`src/pkg/i2c_hold_defines.vh`:
```
// Constants for the I2C slave hold and control block
`ifndef I2C_HOLD_DEFINES_VH
`define I2C_HOLD_DEFINES_VH
// ****************************************
// Register map
// ****************************************
`define ADDR_W 4
`define ADDR_CTRL3 4'h0
`define ADDR_CTRL1 4'h1
`define ADDR_STATUS 4'h2
`define ADDR_CLEAR 4'h3
`define ADDR_ENABLE 4'h4
`define ADDR_RXBUF 4'h5
// ****************************************
// Control three fields
// ****************************************
`define CTRL3_RESET 8'h00
`define CTRL3_WMASK 8'h7F
`define BIT_ACK 7
`define BIT_PCIE 6
`define BIT_START_IRQ_ENABLE 5
`define BIT_BUFFER_OVERWRITE_ENABLE 4
`define BIT_SDA_HOLD_SELECT 3
`define BIT_SLAVE_COLLISION_DETECT_ENABLE 2
`define BIT_ADDRESS_HOLD_ENABLE 1
`define BIT_DATA_HOLD_ENABLE 0
// Control one: bit 4 clock release, bit 6 overflow, bits 3:0 mode
`define BIT_CREL 4
`define BIT_OVF 6
`define MODE_LSB 0
`define MODE_MSB 3
`define CTRL1_RESET 8'h10
// Modes with start and stop interrupt events always on
`define MODE_SS_A 4'hE
`define MODE_SS_B 4'hF
// ****************************************
// Status / interrupt bits
// ****************************************
`define IRQ_W 5
`define IRQ_START 0
`define IRQ_STOP 1
`define IRQ_BYTE 2
`define IRQ_COLL 3
`define IRQ_HOLD 4
// ****************************************
// Timing
// ****************************************
`define CLK_NS 8
`define HOLD_LONG_NS 300
`define HOLD_SHORT_NS 100
// Hold counts: hold time over clock period, rounded up
`define HOLD_LONG_CYC 6'h26
`define HOLD_SHORT_CYC 6'h0D
`define HCNT_W 6
`define BITS_PER_BYTE 4'h8
`define ACK_BIT 4'h9
// Bit count after a start; the start's own SCL fall wraps it to zero
`define CNT_PRE 4'hF
`endif

```
`src/hw/i2c_slave_hold_control.v`:
```
// I2C slave hold, acknowledge phase, overwrite and collision control
//
// Decided for this implementation: the address map and the address-and-strobe port.
`timescale 1ns/10ps
`include "i2c_hold_defines.vh"
module i2c_slave_hold_control (
	// Clock and reset
	input wire clk_sys_i,
	input wire rstn_i,
	// Register port
	input wire [`ADDR_W-1:0] addr_i,
	input wire [7:0] wdata_i,
	input wire wr_i,
	input wire rd_i,
	output reg [7:0] rdata_o,
	// Byte engine side
	input wire addr_match_i,
	input wire [7:0] rx_byte_i,
	input wire sda_out_i,
	// Bus pins
	input wire scl_i,
	input wire sda_i,
	output wire scl_o,
	output wire scl_oe_o,
	output wire sda_o,
	output wire sda_oe_o,
	// Interrupt
	output wire irq_o
);
	// ****************************************
	// Pin synchronisers
	// ****************************************
	reg scl_m_reg;
	reg scl_s_reg;
	reg scl_d_reg;
	reg sda_m_reg;
	reg sda_s_reg;
	reg sda_d_reg;
	always @(posedge clk_sys_i) begin
		if (!rstn_i) begin
			scl_m_reg <= 1'b1;
			scl_s_reg <= 1'b1;
			scl_d_reg <= 1'b1;
			sda_m_reg <= 1'b1;
			sda_s_reg <= 1'b1;
			sda_d_reg <= 1'b1;
		end else begin
			scl_m_reg <= scl_i;
			scl_s_reg <= scl_m_reg;
			scl_d_reg <= scl_s_reg;
			sda_m_reg <= sda_i;
			sda_s_reg <= sda_m_reg;
			sda_d_reg <= sda_s_reg;
		end
	end
	// ****************************************
	// Edge and condition detection
	// ****************************************
	wire scl_rise = scl_s_reg & ~scl_d_reg;
	wire scl_fall = ~scl_s_reg & scl_d_reg;
	wire start_det = scl_s_reg & scl_d_reg & ~sda_s_reg & sda_d_reg;
	wire stop_det = scl_s_reg & scl_d_reg & sda_s_reg & ~sda_d_reg;
	// ****************************************
	// Registers
	// ****************************************
	reg [7:0] ctrl3_reg;
	reg [7:0] ctrl1_reg;
	reg [7:0] rxbuf_reg;
	reg [`IRQ_W-1:0] status_reg;
	reg [`IRQ_W-1:0] enable_reg;
	reg [3:0] bitcnt_reg;
	reg first_byte_reg;
	reg in_frame_reg;
	reg stretch_reg;
	reg [`HCNT_W-1:0] hcnt_reg;
	reg sda_drv_reg;
	wire [3:0] mode = ctrl1_reg[`MODE_MSB:`MODE_LSB];
	// Start/stop interrupt events permanently on in these modes
	function ss_forced;
		input [3:0] m;
		begin
			ss_forced = (m == `MODE_SS_A) || (m == `MODE_SS_B);
		end
	endfunction
	// ****************************************
	// Byte events
	// ****************************************
	// The bit counter excludes the start's SCL fall, so counts are data bits
	wire eighth_fall = scl_fall & (bitcnt_reg == `BITS_PER_BYTE - 4'h1) & in_frame_reg;
	wire ninth_rise = scl_rise & (bitcnt_reg == `BITS_PER_BYTE);
	wire byte_done = eighth_fall;
	wire hold_addr = byte_done & first_byte_reg & addr_match_i & ctrl3_reg[`BIT_ADDRESS_HOLD_ENABLE];
	wire hold_data = byte_done & ~first_byte_reg & ctrl3_reg[`BIT_DATA_HOLD_ENABLE];
	wire coll = ctrl3_reg[`BIT_SLAVE_COLLISION_DETECT_ENABLE] & scl_rise & sda_drv_reg & sda_out_i & ~sda_s_reg;
	wire buf_load = byte_done & (ctrl3_reg[`BIT_BUFFER_OVERWRITE_ENABLE] | ~ctrl1_reg[`BIT_OVF]);
	wire ovf_set = byte_done & ctrl1_reg[`BIT_OVF] & ~ctrl3_reg[`BIT_BUFFER_OVERWRITE_ENABLE];
	wire start_en = ctrl3_reg[`BIT_START_IRQ_ENABLE] | ss_forced(mode);
	wire stop_en = ctrl3_reg[`BIT_PCIE] | ss_forced(mode);
	reg [`IRQ_W-1:0] ev;
	always @* begin
		ev = {`IRQ_W{1'b0}};
		ev[`IRQ_START] = start_det & start_en;
		ev[`IRQ_STOP] = stop_det & stop_en;
		ev[`IRQ_BYTE] = byte_done;
		ev[`IRQ_COLL] = coll;
		ev[`IRQ_HOLD] = hold_addr | hold_data;
	end
	wire wr_clr = wr_i & (addr_i == `ADDR_CLEAR);
	wire [7:0] ctrl3_wval = wdata_i & `CTRL3_WMASK;
	always @(posedge clk_sys_i) begin
		if (!rstn_i) begin
			ctrl3_reg <= `CTRL3_RESET;
			ctrl1_reg <= `CTRL1_RESET;
			rxbuf_reg <= 8'h00;
			status_reg <= {`IRQ_W{1'b0}};
			enable_reg <= {`IRQ_W{1'b0}};
		end else begin
			if (wr_i && addr_i == `ADDR_CTRL3) begin
				ctrl3_reg[`BIT_PCIE:0] <= ctrl3_wval[`BIT_PCIE:0];
			end
			if (eighth_fall) begin
				ctrl3_reg[`BIT_ACK] <= 1'b1;
			end else if (ninth_rise) begin
				ctrl3_reg[`BIT_ACK] <= 1'b0;
			end
			if (wr_i && addr_i == `ADDR_CTRL1) begin
				ctrl1_reg <= wdata_i;
			end
			if (hold_addr) begin
				ctrl1_reg[`BIT_CREL] <= 1'b0;
			end else if (hold_data) begin
				ctrl1_reg[`BIT_CREL] <= 1'b0;
			end
			if (ovf_set) begin
				ctrl1_reg[`BIT_OVF] <= 1'b1;
			end
			if (buf_load) begin
				rxbuf_reg <= rx_byte_i;
			end
			if (wr_i && addr_i == `ADDR_ENABLE) begin
				enable_reg <= wdata_i[`IRQ_W-1:0];
			end
			// Set wins over clear
			status_reg <= (status_reg & ~(wr_clr ? wdata_i[`IRQ_W-1:0] : {`IRQ_W{1'b0}})) | ev;
		end
	end
	// ****************************************
	// Bit counting and stretching
	// ****************************************
	always @(posedge clk_sys_i) begin
		if (!rstn_i) begin
			bitcnt_reg <= 4'h0;
			first_byte_reg <= 1'b0;
			in_frame_reg <= 1'b0;
			stretch_reg <= 1'b0;
		end else begin
			if (start_det) begin
				bitcnt_reg <= `CNT_PRE;
				first_byte_reg <= 1'b1;
				in_frame_reg <= 1'b1;
			end else if (stop_det) begin
				in_frame_reg <= 1'b0;
				stretch_reg <= 1'b0;
			end else if (scl_fall && in_frame_reg) begin
				if (bitcnt_reg == `ACK_BIT - 4'h1) begin
					bitcnt_reg <= 4'h0;
					first_byte_reg <= 1'b0;
				end else begin
					bitcnt_reg <= bitcnt_reg + 4'h1;
				end
			end
			if (hold_addr || hold_data) begin
				stretch_reg <= 1'b1;
			end else if (ctrl1_reg[`BIT_CREL]) begin
				stretch_reg <= 1'b0;
			end
		end
	end
	assign scl_o = 1'b0;
	assign scl_oe_o = stretch_reg;
	// ****************************************
	// SDA hold time
	// ****************************************
	// Reloaded on every fall: a fast SCL keeps SDA frozen until it slows
	wire [`HCNT_W-1:0] hold_cyc = ctrl3_reg[`BIT_SDA_HOLD_SELECT] ? `HOLD_LONG_CYC : `HOLD_SHORT_CYC;
	always @(posedge clk_sys_i) begin
		if (!rstn_i) begin
			hcnt_reg <= {`HCNT_W{1'b0}};
			sda_drv_reg <= 1'b1;
		end else if (scl_fall) begin
			hcnt_reg <= hold_cyc;
		end else if (hcnt_reg != {`HCNT_W{1'b0}}) begin
			hcnt_reg <= hcnt_reg - {{(`HCNT_W-1){1'b0}}, 1'b1};
		end else begin
			sda_drv_reg <= sda_out_i;
		end
	end
	assign sda_o = 1'b0;
	assign sda_oe_o = ~sda_drv_reg;
	// ****************************************
	// Interrupt output
	// ****************************************
	assign irq_o = |(status_reg & enable_reg);
	// ****************************************
	// Read port
	// ****************************************
	always @(posedge clk_sys_i) begin
		if (!rstn_i) begin
			rdata_o <= 8'h00;
		end else if (rd_i) begin
			case (addr_i)
				`ADDR_CTRL3: rdata_o <= ctrl3_reg;
				`ADDR_CTRL1: rdata_o <= ctrl1_reg;
				`ADDR_STATUS: rdata_o <= {{(8-`IRQ_W){1'b0}}, status_reg};
				`ADDR_ENABLE: rdata_o <= {{(8-`IRQ_W){1'b0}}, enable_reg};
				`ADDR_RXBUF: rdata_o <= rxbuf_reg;
				default: rdata_o <= 8'h00;
			endcase
		end else begin
			rdata_o <= 8'h00;
		end
	end
endmodule

```
`config.mk`:
```
export PLATFORM = sky130hd
export DESIGN_NAME = i2c_slave_hold_control
export DESIGN_NICKNAME = d
export VERILOG_FILES = /design/src/hw/i2c_slave_hold_control.v
export VERILOG_INCLUDE_DIRS = /design/src /design/src/pkg
export SDC_FILE = /design/constraint.sdc
export NUM_CORES = 1
export LEC_CHECK = 0
export ABC_AREA = 1
export BUFFER_PORTS_ARGS = -buffer_cell sky130_fd_sc_hd__clkbuf_2
export CAP_MARGIN = 20
export CORE_MARGIN = 5
export CORE_UTILIZATION = 50
export DETAILED_ROUTE_END_ITERATION = 10
export PLACE_DENSITY = 0.74
export SLEW_MARGIN = 20
export SYNTH_ARGS = -nofsm -noshare
export SYNTH_HDL_FRONTEND = slang
export SYNTH_SLANG_ARGS = --single-unit
```
`constraint.sdc`:
```
create_clock -name clk_sys_i -period 1.28 [get_ports clk_sys_i]
set_input_delay 0.256 -clock clk_sys_i [delete_from_list [all_inputs] [get_ports clk_sys_i]]
set_output_delay 0.256 -clock clk_sys_i [all_outputs]
set_load 0.05 [all_outputs]
```
==> results.md, run 1 <==
- DRT iter0 DRCs: 210
- Sw power: 1.519 mW
- Tot GR Track Use: 21.16%
- Vias in the first global route: around 2600
- Clock transition at path regs: 0.06 ns
- Setup ws final: -0.2705 ns
- Nets: 482
- Synth top area cells: dfxtp_1, nand2_1, nand3_1
- Synth Instances: 386
- Clock power frac: 36.2%
- Clk sinks: 62
- Top Ports: slightly above 40
- Failing checks: negative setup slack
- CTS tree: built
- Initial antenna violation count: 0
- Number of synthesized flops with an enable pin: 0
- Top_reg_cell synth: dfxtp_1
- Share of layout cells above drive strength 1: 31.58%
- Avg Inst Size Synth: 7.332 um2
- Clk_lat worst skew: 0.35 ns
- Yosys top cell area share: 43.85%
- Final ANT Viol Nets: 0
- Mux cell area share after synthesis: 0%
- Setup TNS: -0.2867 ns
- Vias after detailed routing: 2789
- Multi-input logic area: between 1000 and 1500 um2
- Cell Rows: 27
- Clk root buf: clkbuf_8
- DP HPWL: 5.271 mm
- Finished Core Util: 66.76%
- Worst setup path class: flop to output port
- Slew Viols, Final: 0
- First-pass GRT wire length: around 12 mm
- Area grow syn2layout: 29.89%
- Seq cells post-synth: 62
- Final GP Congestion: between 0.8 and 0.9
- Wire length per cell: between 10 and 15 um
- Max cap viols: 0
- Pwr dens: between 1000 and 1500 nW/um2
- Main combinational cell family by area after synthesis: simple AND/OR/NAND/NOR gates
- Htree depth: 3
- Flop pwr share: 41.9%
- Synth Area in Compound Gates: between 10% and 20%
- Placed cell area: 3223 um2
- Largest net degree at the start of global routing: 22
- Chip Width: 85.24 um
- CP Launch Type: flop
- CTS Buffer Depth: 2
- Diodes inserted: 0
- Via density: 5.282
- Simple-gate portion of the synthesized area: between 30% and 40%
- Detailed Route WL: 7.624 mm
- Switching part of the total: 29.41%
- RSZ-0062 raised after global routing: true
- Die Ht: 85.24 um
- Post-Synth XOR/XNOR Area: 0.9284%
- Reg area: 1252 um2
- Status: finished, violations left
- Worst-path fanout max: 2
- Full die area: 7265 um2
- # DRC: 0
- Commonest non-fill, non-tap cell in the layout: nand2_1
- Synth Cell Area: 2830 um2
- Internal Power: 3.647 mW
- Post-Place Worst Slack: -0.1299 ns
- Total number of yosys warnings: 0
- Leakage power: 1.611 nW
- Worst-case clock skew: 0.006738 ns
- Dpl cells: a little over 500
- Non-filler instance count after layout: 528
- Max Clk Rate: around 0.64 GHz
- Post-synthesis adder-cell area fraction: roughly 1.3%
- Worst Hold Class: primary input to flop
- Most area-hungry cell type in the Yosys netlist: dfxtp_1
- Final period utilization: 121.1%
- Register area share after synthesis: a little over two fifths
- DRT Pass-1 Iters: 5
- Crit path required time: 1.02 ns
- Post-layout minimum cycle time: 1.550 ns
- Final setup vio count: 3
- Worst hold slack: around 0.090 ns
- Worst VDD drop: between 0.7 and 0.8 mV
- Total congestion overflow: 0
- Most frequent cells in the layout: nand2_1, dfxtp_1, nand3_1
- Number of port buffers: 38
- Yosys cell types: 31
- Core area: 5507 um2
- Layout filler cell count: 450
- Comb power frac: 22.0%
- CP Data Arrival Time: between 1 and 1.5 ns
- Tot Pwr: a little over 5 mW
- Final hold viol count: 0
- Synth async-reset ratio: 0%
- TritonCTS buffer count: 9
- Element type at the critical path end: output port
- Final instance area: 3676 um2
- Initial Util: 51.40%
-- logic make-up (layout without fill, tap and decap cells) --
| family | Yosys count | in the layout |
|---|---|---|
| compound gates | 67 | 67 |
| buf+inv | 62 | 131 |
| other cells | 1 | 2 |
| fa+ha+maj | 3 | 3 |
| xor+xnor | 3 | 3 |
| simple gates | 188 | 188 |
| flops | 62 | 62 |
-- critical path, stage by stage, from the launching register on --
cell	delay [ns]
dfxtp_1	0.31
nand2_1	0.06
nand2_1	0.06
a221oi_2	0.23
nand2_1	0.12
buf_8	0.16
-- per-layer routing --
layer	routed length [um]	global-route usage, %
met1	3398	27.74
met2	3635	32.49
met3	475	5.728
met4	115	9.496
met5	0	0
-- power groups by stage --
stage	clock, mW	sequential [mW]	combinational (mW)
global route	2.00	2.17	1.27
global placement	0	2.18	0.944
CTS	1.88	2.15	0.977
floorplan	0	2.17	0.688
finish	1.87	2.16	1.14
detailed placement	0	2.19	0.958
-- path summary, 6_finish.rpt --
path	cells after the start	slack, ns	endpoint	from
max	5	-0.27	irq_o	enable_reg[0]
min	2	0.09	sda_m_reg	sda_i
max reg2reg	8	-0.01	ctrl1_reg[6]	bitcnt_reg[1]
min reg2reg	1	0.41	scl_s_reg	scl_m_reg
-- what timing repair did --
action | in CTS | in global routing
hold buffers | 0 | 0
endpoints found under the setup margin | 14 | 25
cloned | 1 | 0
pin swaps | 1 | 20
resized for setup | 15 | 41
buffers inserted | 0 | 3
-- cell type report --
class | count | share of cell area, %
Clock buffer | 13 | 4.867
Clock inverter | 3 | 1.089
Inverter | 45 | 4.595
Multi-Input combinational cell | 263 | 40.40
Sequential cell | 62 | 34.07
Tap cell | 72 | 2.451
Timing Repair Buffer | 70 | 12.53
-- synthesized netlist by cell type (5+ instances only) --
| cell | n |
|---|---|
| nand4_1 | 9 |
| nor2_1 | 30 |
| nand3_1 | 52 |
| dfxtp_1 | 62 |
| o21ai_0 | 19 |
| a21oi_1 | 38 |
| o21ai_1 | 6 |
| clkbuf_1 | 5 |
| nand2_1 | 79 |
| inv_1 | 41 |
Note: power is estimated with default switching activity, not from simulation.
==> run 2: changes to the inputs <==
--- a/config.mk
+++ b/config.mk
@@ -6,7 +6,6 @@
 export SDC_FILE = /design/constraint.sdc
 export NUM_CORES = 1
 export LEC_CHECK = 0
-export ABC_AREA = 1
 export BUFFER_PORTS_ARGS = -buffer_cell sky130_fd_sc_hd__clkbuf_2
 export CAP_MARGIN = 20
 export CORE_MARGIN = 5
==> results.md, run 2 <==
- Critical-path top delay cell: or3b_4
- Commonest non-fill, non-tap cell in the layout: dfxtp_1
- Most area-hungry cell type in the Yosys netlist: dfxtp_1
- Vias in the first global route: 2414
- First-pass GRT wire length: 11.54 mm
- Via density: ~5.3
- DP HPWL: ~5.0 mm
- Total number of yosys warnings: 0
- Die Ht: 84.49 um
- Clk sinks: 62
- Routed length on met1: 3.230 mm
- Final hold viol count: 0
- Routed wl met2: 3.421 mm
- Leakage power: 1.645 nW
- Min-Delay Path Depth: 2
- Worst-case clock skew: 0.004117 ns
- CP Data Arrival Time: just under 2 ns
- Number of synthesized flops with an enable pin: 0
- Worst slew margin: 64.57%
- WL met3: 417 um
- Vias after detailed routing: ~2500
- Worst hold slack: 0.09778 ns
- Worst Hold Class: primary input to flop
- DRT iter0 DRCs: 86
- Wire length per cell: 15.68 um
- Top Ports: 41
- Htree depth: 3
- Worst VDD drop: 1.456 mV
- Layout filler cell count: 420
- Chip Width: 84.49 um
- Tot GR Track Use: approximately a fifth
- Tightest Pin Transition: approximately 0.52 ns
- Clk root buf: clkbuf_8
- Nets: 414
- Final instance area: 3862 um2
- Cell Rows: 27
- Post-Synth XOR/XNOR Area: less than 1%
- Core area: 5439 um2
- Synth Area in Compound Gates: 14.16%
- CP Launch Type: flop
- Number of port buffers: 38
- Simple-gate portion of the synthesized area: 21.83%
- Pwr dens: 1489 nW/um2
- # DRC: 0
- Family with the most delay on the worst path: simple AND/OR/NAND/NOR gates
- CTS Buffer Depth: 2
- Slew Viols, Final: 0
- Detailed Route WL: 7.215 mm
- Area grow syn2layout: 39.24%
- Yosys cell types: 51
- Post-synthesis adder-cell area fraction: about 1.4%
- Most frequent cells in the layout: dfxtp_1, buf_4, clkbuf_2
- Status: finished, violations left
- Seq cells post-synth: 62
- Initial Util: 51.00%
- Post-layout minimum cycle time: 1.724 ns
- Initial antenna violation count: 0
- Avg Inst Size Synth: 9.767 um2
- Max Used Layer: met4
- TritonCTS buffer count: 9
- Worst setup path class: flop to flop
- Crit path depth: 6
- Diodes inserted: 0
- Failing checks: negative setup slack
- Full die area: 7138 um2
- Crit path required time: about 1.6 ns
- Top_reg_cell synth: dfxtp_1
- Worst-path fanout max: 2
- Share of layout cells above drive strength 1: 41.49%
- Element type at the critical path end: flop
- Synth top area cells: dfxtp_1, mux2i_1, nor2b_1
- DRT Pass-1 Iters: 4
- Total congestion overflow: 0
- Worst Path Buf+Inv: 1
- Synth async-reset ratio: 0%
- CTS tree: built
- Final period utilization: 134.7%
- Max incr delay on CP: approximately 0.38 ns
- Synth Cell Area: 2774 um2
- Mux cell area share after synthesis: 13.76%
- Max cap viols: 0
- Max Clk Rate: 0.5801 GHz
- Synth Instances: 284
- Yosys top cell area share: roughly 45%
- Placed cell area: 3416 um2
- RSZ-0062 raised after global routing: true
- Clock transition at path regs: 0.06 ns
- Final setup vio count: 22
- Final ANT Viol Nets: 0
- Final GP Congestion: 0.9355
- Setup TNS: -5.191 ns
- Largest net degree at the start of global routing: 21
- Register area share after synthesis: between 40% and 50%
- Top cells by count, synth: dfxtp_1, mux2i_1, nor2_1, nor2b_1, a21oi_1
- Main combinational cell family by area after synthesis: simple AND/OR/NAND/NOR gates
- Top-count cell post-synth: dfxtp_1
- Reg2reg path depth: 6
- Crit-path cells: inv_2 -> ha_4 -> or3b_4 -> or3_4 -> mux2_4 -> o21ai_2
- Clk_lat worst skew: 0.34 ns
- Setup ws final: -0.4439 ns
[run 2: changes by cell type in the layout (fill, tap and decap cells not counted), sizes merged, moves of 9 or more]
cell    before  now
o21ai       25    9
buf         34   64
inv         45    7
nand4        9    0
mux2i        0   31
nor2b        0   22
nor2        36   22
nand3       56    8
a21oi       38   12
nand2b       0   10
nand2       79    6
[run 2: final timing paths]
kind          startpoint           to  slack (ns)
min                scl_i    scl_m_reg         0.1
max reg2reg  hcnt_reg[0]  hcnt_reg[1]       -0.44
min reg2reg    scl_m_reg    scl_s_reg        0.43
max          hcnt_reg[0]  hcnt_reg[1]       -0.44
[run 2: what timing repair did]
item | CTS | global route
pin swaps | 19 | 8
setup buffers | 11 | 7
setup endpoints to repair | 23 | 25
hold buffers | 0 | 0
gates resized for setup | 22 | 15
[run 2: logic make-up after synthesis]
kind of cell	after synthesis
AO/OA/AOI/OAI	57
XOR/XNOR	2
adder cells (fa/ha/maj)	3
buffers and inverters	22
flip-flops	62
multiplexers	37
other	1
AND/OR/NAND/NOR	100
[run 2: stage by stage]
step                total power [mW]  instances  util, %  setup WS, ns
finish                         5.752        460    71.01       -0.4439
global route                   6.026        460    71.01       -0.5198
CTS                            5.472        454    69.31       -0.4271
detailed placement             3.470        428    62.80       -0.4463
global placement               3.431        428    62.80       -0.4217
floorplan                      2.985        285        -       -0.4215
[run 2: layout make-up]
| type | count | area, um2 | area share [%] |
|---|---|---|---|
| multi-input combinational | 201 | 1577 | 40.82 |
| sequential | 62 | 1246 | 32.26 |
| inverter | 7 | 31.28 | 0.8098 |
| clock inverter | 4 | 45.04 | 1.166 |
| clock buffer | 12 | 155.1 | 4.017 |
| tap | 72 | 90.09 | 2.332 |
| timing repair buffer | 102 | 718.2 | 18.59 |
[run 2: routing by layer]
layer | vias to the layer above | track usage, %
li1 | 1210 | -
met1 | 1174 | 26.29
met2 | 60 | 32.53
met3 | 15 | 5.594
met4 | 0 | 8.345
met5 | - | 0
[run 2: report_power, final]
part           internal, mW  leakage (nW)  total [mW]  switching (mW)
combinational          1.09          1.03        1.89           0.801
clock                 0.996         0.106        1.72           0.723
sequential             2.06         0.504        2.14          0.0864
